--- config.mk ---
export PLATFORM = sky130hd
export DESIGN_NAME = scr_core
export DESIGN_NICKNAME = d
export VERILOG_FILES = /design/src/core/scr_flash.v /design/src/core/scr_core.v
export VERILOG_INCLUDE_DIRS = /design/src /design/src/core
export SDC_FILE = /design/constraint.sdc
export NUM_CORES = 1
export LEC_CHECK = 0
export CORE_MARGIN = 2
export CORE_UTILIZATION = 34
export DETAILED_ROUTE_END_ITERATION = 12
export DONT_BUFFER_PORTS = 1
export PLACE_DENSITY_LB_ADDON = 0.05
export SLEW_MARGIN = 0
export SYNTH_ARGS = -nofsm -noshare
export SYNTH_HDL_FRONTEND = slang
export SYNTH_SLANG_ARGS = --single-unit
export TNS_END_PERCENT = 1
--- constraint.sdc ---
create_clock -name sys_clk -period 4.95 [get_ports sys_clk]
set_input_delay 0.7425 -clock sys_clk [delete_from_list [all_inputs] [get_ports sys_clk]]
set_output_delay 0.7425 -clock sys_clk [all_outputs]
set_load 0.01 [all_outputs]
--- src/core/scr_regs.vh ---
// constants of the save and configuration register bank
// assumes a 200 MHz sys_clk and an 8-bit serial byte stream with framing bit 7
`ifndef SCR_REGS_VH
`define SCR_REGS_VH

// ***************************************************************
// serial frame
// ***************************************************************
`define SCR_FRAME_START 8'h80
`define SCR_MASK7 7'h7f
`define SCR_CMD_WR_SAVE1 8'h72
`define SCR_CMD_WR_SAVE2 8'h73
`define SCR_CMD_WR_CFG1 8'h74
`define SCR_CMD_WR_CFG2 8'h75
`define SCR_CMD_RD_SAVE1 8'h32
`define SCR_CMD_RD_SAVE2 8'h33
`define SCR_CMD_RD_CFG1 8'h34
`define SCR_CMD_RD_CFG2 8'h35

// ***************************************************************
// register fields and reset values
// ***************************************************************
`define SCR_SAVE1_MASK 14'h3bff
`define SCR_SAVE2_MASK 14'h001f
`define SCR_CFG1_MASK 14'h1e1f
`define SCR_CFG2_MASK 14'h01c6
`define SCR_SAVE1_RESET 14'h0000
`define SCR_SAVE2_RESET 14'h0000
`define SCR_CFG1_RESET 14'h0000
`define SCR_CFG2_RESET 14'h0000
`define SCR_CFG1_DIR_MSB 12
`define SCR_CFG1_DIR_LSB 9
`define SCR_CFG1_OP_SEL 4
`define SCR_CFG1_BRAKE 3
`define SCR_CFG1_TMO_MSB 2
`define SCR_CFG1_TMO_LSB 1
`define SCR_CFG1_OVR_EN 0
`define SCR_CFG2_TOP_SPEED 8
`define SCR_CFG2_PIN_OFF 7
`define SCR_CFG2_PULSE_RES 6
`define SCR_CFG2_BAUD_HIGH 2
`define SCR_CFG2_BAUD_LOW 1

// ***************************************************************
// flash slots
// ***************************************************************
`define SCR_NUM_SLOTS 19
`define SCR_LAST_SLOT 5'd18
`define SCR_SLOT_CFG1 5'd12
`define SCR_SLOT_CFG2 5'd13
`define SCR_FLASH_DEPTH 32

// ***************************************************************
// timing
// ***************************************************************
`define SCR_CLK_PERIOD_NS 5
`define SCR_CLK_PER_MS 200000
`define SCR_PROG_TIME_NS 20000
`define SCR_PROG_CYC ((`SCR_PROG_TIME_NS + `SCR_CLK_PERIOD_NS - 1) / `SCR_CLK_PERIOD_NS)
`define SCR_TMO_SHORT_MS 50
`define SCR_TMO_MID_MS 500
`define SCR_TMO_LONG_MS 2800

`endif

--- src/core/scr_flash.v ---
// non-volatile store of saved register words, one slot per save-select bit
// assumes contents survive rst_n; read data is registered
`timescale 1ns/10ps
`default_nettype none
`include "scr_regs.vh"

module scr_flash (
	input wire sys_clk,
	input wire rst_n,
	input wire wr_en,
	input wire [4:0] addr,
	input wire [14:0] wr_data,
	output reg [14:0] rd_data
);

	reg [14:0] mem [0:`SCR_FLASH_DEPTH-1];
	integer i;

	// erased at power-up only
	initial begin
		for (i = 0; i < `SCR_FLASH_DEPTH; i = i + 1) begin
			mem[i] = 15'h0000;
		end
	end

	always @(posedge sys_clk) begin
		if (wr_en) begin
			mem[addr] <= wr_data;
		end
	end

	always @(posedge sys_clk or negedge rst_n) begin
		if (!rst_n) begin
			rd_data <= 15'h0000;
		end else begin
			rd_data <= mem[addr];
		end
	end

endmodule // scr_flash

`default_nettype wire

--- src/core/scr_core.v ---
// save-select and configuration registers behind the addressed serial link
// assumes rx bytes arrive synchronous to sys_clk, one per rx_valid pulse
`timescale 1ns/10ps
`default_nettype none
`include "scr_regs.vh"

// Operation
// - writing the first save-select register only records marks
// - writing the second save-select records marks and starts the flash save
// - saved values reload from flash at every restart
// - saved registers get locked against on-board inputs
// - during a save PWM halts and all commands are refused
// - first select bits 13,12,11 and 9..6 mark settings, node id, limits
// - first select bits 5..0 mark ramps, currents and motor rates
// - second select bits 4..0 mark knob limits, compensations, sense trim
// - config one bits 12..9 set motor directions, both clear stops
// - operation_select 0 drives, 1 brakes or free-runs by brake_style
// - brake_style 0 coasts, 1 regenerates when back voltage is higher
// - timeout code clears speed after 50, 500 or 2800 ms without update
// - serial_override_enable gates every config one output, not the config two bits
// - serial writes set the config one bits, restart clears them unless saved in flash slot 12
// - config two is write-one-to-clear
// - write frame is address, command, two data bytes, 7-bit checksum
// - read reply is two data bytes and checksum including the command
module scr_core #(
	parameter [31:0] TMO_SHORT_CYC = `SCR_TMO_SHORT_MS * `SCR_CLK_PER_MS,
	parameter [31:0] TMO_MID_CYC = `SCR_TMO_MID_MS * `SCR_CLK_PER_MS,
	parameter [31:0] TMO_LONG_CYC = `SCR_TMO_LONG_MS * `SCR_CLK_PER_MS
) (
	input wire sys_clk,
	input wire rst_n,
	input wire [6:0] unit_addr,
	input wire rx_valid,
	input wire [7:0] rx_byte,
	output reg tx_valid,
	output reg [7:0] tx_byte,
	input wire speed_update,
	input wire [13:0] save_value,
	output wire [4:0] save_index,
	output reg restore_valid,
	output reg [4:0] restore_index,
	output reg [13:0] restore_data,
	output reg [18:0] lock_mask,
	output wire save_busy,
	output wire pwm_halt,
	output reg [3:0] motor_dir,
	output reg brake_active,
	output reg regen_enable,
	output reg speed_clear,
	output reg [4:0] cfg2_bits
);

	localparam [4:0] P_ADDR = 5'b00001;
	localparam [4:0] P_CMD = 5'b00010;
	localparam [4:0] P_D1 = 5'b00100;
	localparam [4:0] P_D2 = 5'b01000;
	localparam [4:0] P_CRC = 5'b10000;
	localparam [4:0] F_BOOT = 5'b00001;
	localparam [4:0] F_LOAD = 5'b00010;
	localparam [4:0] F_IDLE = 5'b00100;
	localparam [4:0] F_PROG = 5'b01000;
	localparam [4:0] F_WAIT = 5'b10000;
	localparam integer PROG_LAST_INT = `SCR_PROG_CYC - 1;
	localparam [12:0] PROG_LAST = PROG_LAST_INT[12:0];

	function [6:0] crc7;
		input [7:0] a;
		input [6:0] b;
		input [6:0] c;
		reg [8:0] s;
		begin
			s = {1'b0, a} + {2'b00, b} + {2'b00, c};
			crc7 = s[6:0] & `SCR_MASK7;
		end
	endfunction

	reg [13:0] save1, save2, cfg1, cfg2;
	reg [4:0] pstate;
	reg [4:0] fstate;
	reg [7:0] cmd;
	reg [6:0] d1, d2;
	reg [4:0] slot;
	reg [12:0] prog_cnt;
	reg [13:0] reply_word;
	reg [7:0] reply_cmd;
	reg [1:0] tx_cnt;
	reg [31:0] tmo_cnt;
	reg tmo_expired;
	reg [1:0] tmo_code_q;
	reg [31:0] tmo_limit;
	wire [14:0] fl_rdata;
	wire [18:0] marks;
	wire data_byte, is_write, is_read, wr_go, rd_go, fl_we, ovr;
	wire [13:0] prog_value;
	wire [3:0] next_motor_dir;

	// ***************************************************************
	// frame parser
	// ***************************************************************
	assign save_busy = (fstate != F_IDLE);
	assign pwm_halt = save_busy;
	assign data_byte = rx_valid && !rx_byte[7];
	assign is_write = (cmd == `SCR_CMD_WR_SAVE1) || (cmd == `SCR_CMD_WR_SAVE2) ||
		(cmd == `SCR_CMD_WR_CFG1) || (cmd == `SCR_CMD_WR_CFG2);
	assign is_read = (rx_byte == `SCR_CMD_RD_SAVE1) || (rx_byte == `SCR_CMD_RD_SAVE2) ||
		(rx_byte == `SCR_CMD_RD_CFG1) || (rx_byte == `SCR_CMD_RD_CFG2);
	// checksum of command and both data bytes
	assign wr_go = !save_busy && (pstate == P_CRC) && data_byte &&
		(rx_byte[6:0] == crc7(cmd, d1, d2));
	assign rd_go = !save_busy && (pstate == P_CMD) && data_byte && is_read;

	always @(posedge sys_clk or negedge rst_n) begin
		if (!rst_n) begin
			pstate <= P_ADDR;
			cmd <= 8'h00;
			d1 <= 7'h00;
			d2 <= 7'h00;
		end else if (save_busy) begin
			pstate <= P_ADDR;
		end else if (rx_valid && rx_byte[7]) begin
			pstate <= (rx_byte[6:0] == unit_addr) ? P_CMD : P_ADDR;
		end else if (rx_valid) begin
			case (pstate)
				P_CMD: begin
					cmd <= rx_byte;
					pstate <= P_D1;
				end
				P_D1: begin
					d1 <= rx_byte[6:0];
					pstate <= is_write ? P_D2 : P_ADDR;
				end
				P_D2: begin
					d2 <= rx_byte[6:0];
					pstate <= P_CRC;
				end
				P_CRC: begin
					pstate <= P_ADDR;
				end
				default: begin
					pstate <= P_ADDR;
				end
			endcase
		end
	end

	// ***************************************************************
	// read reply
	// ***************************************************************
	always @(posedge sys_clk or negedge rst_n) begin
		if (!rst_n) begin
			tx_cnt <= 2'd0;
			tx_valid <= 1'b0;
			tx_byte <= 8'h00;
			reply_word <= 14'h0000;
			reply_cmd <= 8'h00;
		end else if (rd_go) begin
			reply_cmd <= rx_byte;
			case (rx_byte)
				`SCR_CMD_RD_SAVE1: reply_word <= save1;
				`SCR_CMD_RD_SAVE2: reply_word <= save2;
				`SCR_CMD_RD_CFG1: reply_word <= cfg1;
				default: reply_word <= cfg2;
			endcase
			tx_cnt <= 2'd3;
			tx_valid <= 1'b0;
		end else if (tx_cnt != 2'd0) begin
			tx_valid <= 1'b1;
			tx_cnt <= tx_cnt - 2'd1;
			case (tx_cnt)
				2'd3: tx_byte <= {1'b0, reply_word[13:7]};
				2'd2: tx_byte <= {1'b0, reply_word[6:0]};
				default: tx_byte <= {1'b0, crc7(reply_cmd, reply_word[13:7],
					reply_word[6:0])};
			endcase
		end else begin
			tx_valid <= 1'b0;
		end
	end

	// ***************************************************************
	// registers
	// ***************************************************************
	always @(posedge sys_clk or negedge rst_n) begin
		if (!rst_n) begin
			save1 <= `SCR_SAVE1_RESET;
			save2 <= `SCR_SAVE2_RESET;
			cfg1 <= `SCR_CFG1_RESET;
			cfg2 <= `SCR_CFG2_RESET;
		end else if (fstate == F_LOAD && fl_rdata[14]) begin
			if (slot == `SCR_SLOT_CFG1) begin
				cfg1 <= fl_rdata[13:0] & `SCR_CFG1_MASK;
			end
			if (slot == `SCR_SLOT_CFG2) begin
				cfg2 <= fl_rdata[13:0] & `SCR_CFG2_MASK;
			end
		end else if (wr_go) begin
			case (cmd)
				`SCR_CMD_WR_SAVE1: save1 <= {d1, d2} & `SCR_SAVE1_MASK;
				`SCR_CMD_WR_SAVE2: save2 <= {d1, d2} & `SCR_SAVE2_MASK;
				`SCR_CMD_WR_CFG1: cfg1 <= {d1, d2} & `SCR_CFG1_MASK;
				`SCR_CMD_WR_CFG2: cfg2 <= cfg2 & ~({d1, d2} & `SCR_CFG2_MASK);
				default: cfg2 <= cfg2;
			endcase
		end
	end

	// ***************************************************************
	// save and restore walk
	// ***************************************************************
	assign marks = {save2[4:0], save1};
	assign prog_value = (slot == `SCR_SLOT_CFG1) ? cfg1 :
		(slot == `SCR_SLOT_CFG2) ? cfg2 : save_value;
	assign fl_we = (fstate == F_PROG) && marks[slot];
	assign save_index = slot;

	always @(posedge sys_clk or negedge rst_n) begin
		if (!rst_n) begin
			fstate <= F_BOOT;
			slot <= 5'd0;
			prog_cnt <= 13'd0;
			lock_mask <= 19'h00000;
			restore_valid <= 1'b0;
			restore_index <= 5'd0;
			restore_data <= 14'h0000;
		end else begin
			restore_valid <= 1'b0;
			case (fstate)
				F_BOOT: begin
					fstate <= F_LOAD;
				end
				F_LOAD: begin
					if (fl_rdata[14]) begin
						restore_valid <= 1'b1;
						restore_index <= slot;
						restore_data <= fl_rdata[13:0];
						lock_mask[slot] <= 1'b1;
					end
					slot <= (slot == `SCR_LAST_SLOT) ? 5'd0 : slot + 5'd1;
					fstate <= (slot == `SCR_LAST_SLOT) ? F_IDLE : F_BOOT;
				end
				F_IDLE: begin
					if (wr_go && cmd == `SCR_CMD_WR_SAVE2) begin
						slot <= 5'd0;
						fstate <= F_PROG;
					end
				end
				F_PROG: begin
					prog_cnt <= 13'd0;
					if (marks[slot]) begin
						lock_mask[slot] <= 1'b1;
						fstate <= F_WAIT;
					end else if (slot == `SCR_LAST_SLOT) begin
						slot <= 5'd0;
						fstate <= F_IDLE;
					end else begin
						slot <= slot + 5'd1;
					end
				end
				F_WAIT: begin
					if (prog_cnt == PROG_LAST) begin
						// resume only after the last slot is programmed
						slot <= (slot == `SCR_LAST_SLOT) ? 5'd0 : slot + 5'd1;
						fstate <= (slot == `SCR_LAST_SLOT) ? F_IDLE : F_PROG;
					end else begin
						prog_cnt <= prog_cnt + 13'd1;
					end
				end
				default: begin
					fstate <= F_IDLE;
				end
			endcase
		end
	end

	scr_flash scr_flash_inst (
		.sys_clk(sys_clk),
		.rst_n(rst_n),
		.wr_en(fl_we),
		.addr(slot),
		.wr_data({1'b1, prog_value}),
		.rd_data(fl_rdata)
	);

	// ***************************************************************
	// drive configuration outputs
	// ***************************************************************
	assign ovr = cfg1[`SCR_CFG1_OVR_EN];

	genvar g;
	generate
		for (g = 0; g < 4; g = g + 1) begin : g_dir
			assign next_motor_dir[g] = ovr && cfg1[`SCR_CFG1_DIR_LSB + g];
		end
	endgenerate

	always @(posedge sys_clk or negedge rst_n) begin
		if (!rst_n) begin
			motor_dir <= 4'h0;
			brake_active <= 1'b0;
			regen_enable <= 1'b0;
			cfg2_bits <= 5'd0;
		end else begin
			motor_dir <= next_motor_dir;
			brake_active <= ovr && cfg1[`SCR_CFG1_OP_SEL];
			regen_enable <= ovr && cfg1[`SCR_CFG1_OP_SEL] && cfg1[`SCR_CFG1_BRAKE];
			cfg2_bits <= {cfg2[`SCR_CFG2_TOP_SPEED], cfg2[`SCR_CFG2_PIN_OFF],
				cfg2[`SCR_CFG2_PULSE_RES], cfg2[`SCR_CFG2_BAUD_HIGH],
				cfg2[`SCR_CFG2_BAUD_LOW]};
		end
	end

	// ***************************************************************
	// speed update watchdog
	// ***************************************************************
	always @* begin
		case (cfg1[`SCR_CFG1_TMO_MSB:`SCR_CFG1_TMO_LSB])
			2'b01: tmo_limit = TMO_SHORT_CYC - 32'd1;
			2'b10: tmo_limit = TMO_MID_CYC - 32'd1;
			default: tmo_limit = TMO_LONG_CYC - 32'd1;
		endcase
	end

	always @(posedge sys_clk or negedge rst_n) begin
		if (!rst_n) begin
			tmo_cnt <= 32'd0;
			tmo_expired <= 1'b0;
			tmo_code_q <= 2'b00;
			speed_clear <= 1'b0;
		end else begin
			tmo_code_q <= cfg1[`SCR_CFG1_TMO_MSB:`SCR_CFG1_TMO_LSB];
			speed_clear <= 1'b0;
			if (speed_update || !ovr || tmo_code_q == 2'b00 ||
				tmo_code_q != cfg1[`SCR_CFG1_TMO_MSB:`SCR_CFG1_TMO_LSB]) begin
				tmo_cnt <= 32'd0;
				tmo_expired <= 1'b0;
			end else if (!tmo_expired) begin
				if (tmo_cnt >= tmo_limit) begin
					speed_clear <= 1'b1;
					tmo_expired <= 1'b1;
				end else begin
					tmo_cnt <= tmo_cnt + 32'd1;
				end
			end
		end
	end

endmodule // scr_core

`default_nettype wire

==> qor.yml <==
layout:
  syn_to_final_growth_pct: 17.0
  final_cell_mix: "edfxtp_1 (480), conb_1 (213), dfrtp_1 (207)"
  drive_gt1_share_pct: 17.9
  final_cells: 3351
  design_area_sq_um: 34500
  multi_input_area_sq_um: 10000
  regArea_sq_um: 19800
  finalNetCount: 2217
  nFillCells: 7959
  final_common_cell: "edfxtp_1"
floorplan:
  num_rows: 108
  die_x_microns: 299
  dieArea_sq_um: 89200
  dieHeight_microns: 299
  start_util_pct: 34.2
  core_sq_um: 86300
  ios: 100
clocking:
  cts_resized: 0
  cts_root_buffer: "clkbuf_16"
  cts_inserted_buffers: 81
  clk_path_buf_depth: 3
  cts.clk_slew.worst_paths_ns: 0.05
  cts_tree: "done"
  htree_levels: 3
  clkLatencyLatePin_ns: 0.64
  cts_sinks: 694
  post_cts_buffers: 0
grt:
  grt_pass1_vias: 17500
  antenna_found_initial: 4
  grt_max_degree: 215
  grt_pass1_wl_microns: 118000
  grtUsageTotal_pct: 17.9
  gr-total-overflow: 0
sta:
  fin_worst_skew_ns: 0.0220
  setup_tns_ns: 0
  relSlewSlack_pct: 21.0
  hold_slack_ns: -0.197
  worst_pin_slew_ns: 1.19
  timing.final.crit_share_pct: 80.6
  setup_viol: 0
  final-hold-violation-count: 212
  maxSlewViolCount: 0
  fmax_mhz: 251
  min_period_ns: 3.99
  rsz0062_at_grt: "false"
logic_synthesis:
  syn_avg_cell_area_sq_um: 15.7
  synth-seq-cells: 694
  yosys.area.top_type: "edfxtp_1"
  ys.flop_type: "edfxtp_1"
  synth.distinct_cells: 76
  netlist_area_sq_um: 29500
  synth_top_area_share_pct: 48.9
  synth_edf_count: 480
  synth_cells: 1883
  synth_area_leaders: "edfxtp_1 (49%), dfrtp_1 (18%), mux4_2 (9.8%)"
  yosysWarnings: 0
  synth-seq-area-share_pct: 67.0
  async_flop_share_pct: 30.8
detailed_routing:
  vias_per_cell: 5.08
  vias: 17000
  dr.max_layer_used: "met5"
  met3_length_microns: 4190
  ant_nets: 0
  drt_iter0_drc: 1258
  drt-total-wl_microns: 79100
  wl_met2_microns: 38000
  met1Wirelength_microns: 35300
  wl_per_cell_microns: 23.6
  firstDrtPassIters: 5
  drc: 0
critical_path:
  worstPathCellList: "fa_1, ha_1, fa_1, xnor3_1, nand3_2, or4_1, a211o_1, o41ai_4, mux2_2"
  cp_num_buf_inv: 0
  reg2reg_to: "cfg1[0]$_DFFE_PN0P_"
  critPathMaxFanout: 9
  path_class: "reg2reg"
  reg2reg_depth: 9
  cp_common_cell: "fa_1"
  r2r_start: "cmd[1]$_DFFE_PN0P_"
  cp.arrival_ns: 4.50
  critical-path-slowest-cell: "o41ai_4"
  end_kind: "register"
  r2r_slack_ns: 0.96
  crit_path_start_kind: "register"
  startpoint: "cmd[1]$_DFFE_PN0P_"
  cp.depth: 9
  endpoint: "cfg1[0]$_DFFE_PN0P_"
  critical-path-top-delay-family: "adder cells"
  required_ns: 5.46
  crit_path_max_incr_delay_ns: 0.60
flow_run:
  cap_violations: 0
place:
  place.gp.congestion: 0.847
  place_hpwl_microns: 50500
  placed_area_sq_um: 31800
  dp.cells: 3203
  portBuffers: 0
power_and_ir_drop:
  powerDensity_nw_per_um2: 372
  p_total_mw: 12.8
  peakVddDrop_mv: 0.233
  power_leakage_nw: 13.3
status:
  status: "complete, but fails checks"
  failed_checks: "hold timing"
hold_path:
  holdCritPathClass: "in2async"
-- synth_stat cells, types with 12 or more instances --
master,number
a21oi_1,27
a22o_1,24
a22oi_1,36
a31o_2,19
a31oi_1,15
and2_1,24
and3_1,14
buf_1,12
buf_2,15
clkbuf_1,69
dfrtp_1,212
edfxtp_1,480
fa_1,14
ha_1,39
inv_1,36
mux2_2,46
mux2i_1,26
mux4_2,128
nand2_1,206
nand2b_1,28
nand3_1,23
nand4_1,27
nor2_1,76
nor2b_1,15
nor3_1,22
nor4_1,13
o21ai_0,53
xnor2_1,16
xor2_1,14
-- how the worst min path moves through the flow --
stage                                               startpoint                      endpoint  slack, ns  cells past startpoint
after floorplan           scr_flash_inst.rd_data[13]$_DFF_PN0_  restore_data[13]$_DFFE_PN0P_       0.41                      2
after global placement     scr_flash_inst.rd_data[5]$_DFF_PN0_   restore_data[5]$_DFFE_PN0P_       0.43                      2
after detailed placement  scr_flash_inst.rd_data[13]$_DFF_PN0_  restore_data[13]$_DFFE_PN0P_       0.43                      2
after CTS                                                rst_n      reply_cmd[1]$_DFFE_PN0P_      -0.24                      0
after global routing                                     rst_n            tx_valid$_DFF_PN0_      -0.24                      0
final                                                    rst_n      reply_cmd[1]$_DFFE_PN0P_      -0.20                      0
-- area by class of cell --
type	instances	area share, %
clock buffers	106	6.42
inverters	36	0.392
clock inverters	41	1.41
multi-input cells	1265	29.1
flip-flops and latches	694	57.3
diodes	1	0.00725
repair buffers	53	1.19
well taps	1155	4.19
-- kinds of logic (layout without fill, tap and decap cells) --
group | Yosys count | after routing | synth area share [%]
AND/OR/NAND/NOR | 505 | 505 | 8.47
multiplexers | 200 | 200 | 12.4
adder cells (fa/ha/maj) | 53 | 53 | 2.60
AO/OA/AOI/OAI | 262 | 262 | 6.61
flip-flops | 694 | 694 | 67.0
buffers and inverters | 135 | 236 | 1.83
other | 2 | 214 | 0.0255
XOR/XNOR | 32 | 32 | 1.04
-- per-stage QoR --
stage	hold WS, ns	setup slack (ns)	util (%)
finish	-0.197	0.962	40.0
global route	-0.241	0.832	40.0
CTS	-0.238	0.956	40.0
detailed placement	0.433	0.948	36.8
global placement	0.433	0.992	36.8
floorplan	0.414	0.697	-
-- where the power goes --
part           leakage, nW  switching, mW  internal [mW]
Sequential            7.28         0.0583           6.36
Combinational         4.67          0.211          0.113
Clock                 1.32           2.42           3.68
Total                 13.3           2.69           10.2
-- state kept, by name (all words and copies together), names as in the netlist, 13 cells and up --
signal / count
scr_flash_inst.mem: 480
tmo_cnt: 32
lock_mask: 19
scr_flash_inst.rd_data: 15
reply_word: 14
restore_data: 14
prog_cnt: 13
save1: 13
-- per-layer routing --
layer | track usage [%] | vias to the layer above
met4 | 4.64 | 6
li1 | - | 7617
met5 | 0 | -
met3 | 3.65 | 121
met1 | 24.4 | 8885
met2 | 29.3 | 403
-- worst register-to-register path: cells and delay by family (launching register included) --
family,cells,cell delay (ns)
flip-flops,1,0.48
AO/OA/AOI/OAI,2,0.92
multiplexers,1,0.42
XOR/XNOR,1,0.27
adder cells (fa/ha/maj),3,1.17
AND/OR/NAND/NOR,2,0.63
No activity file was read; power rests on OpenSTA's default activity.
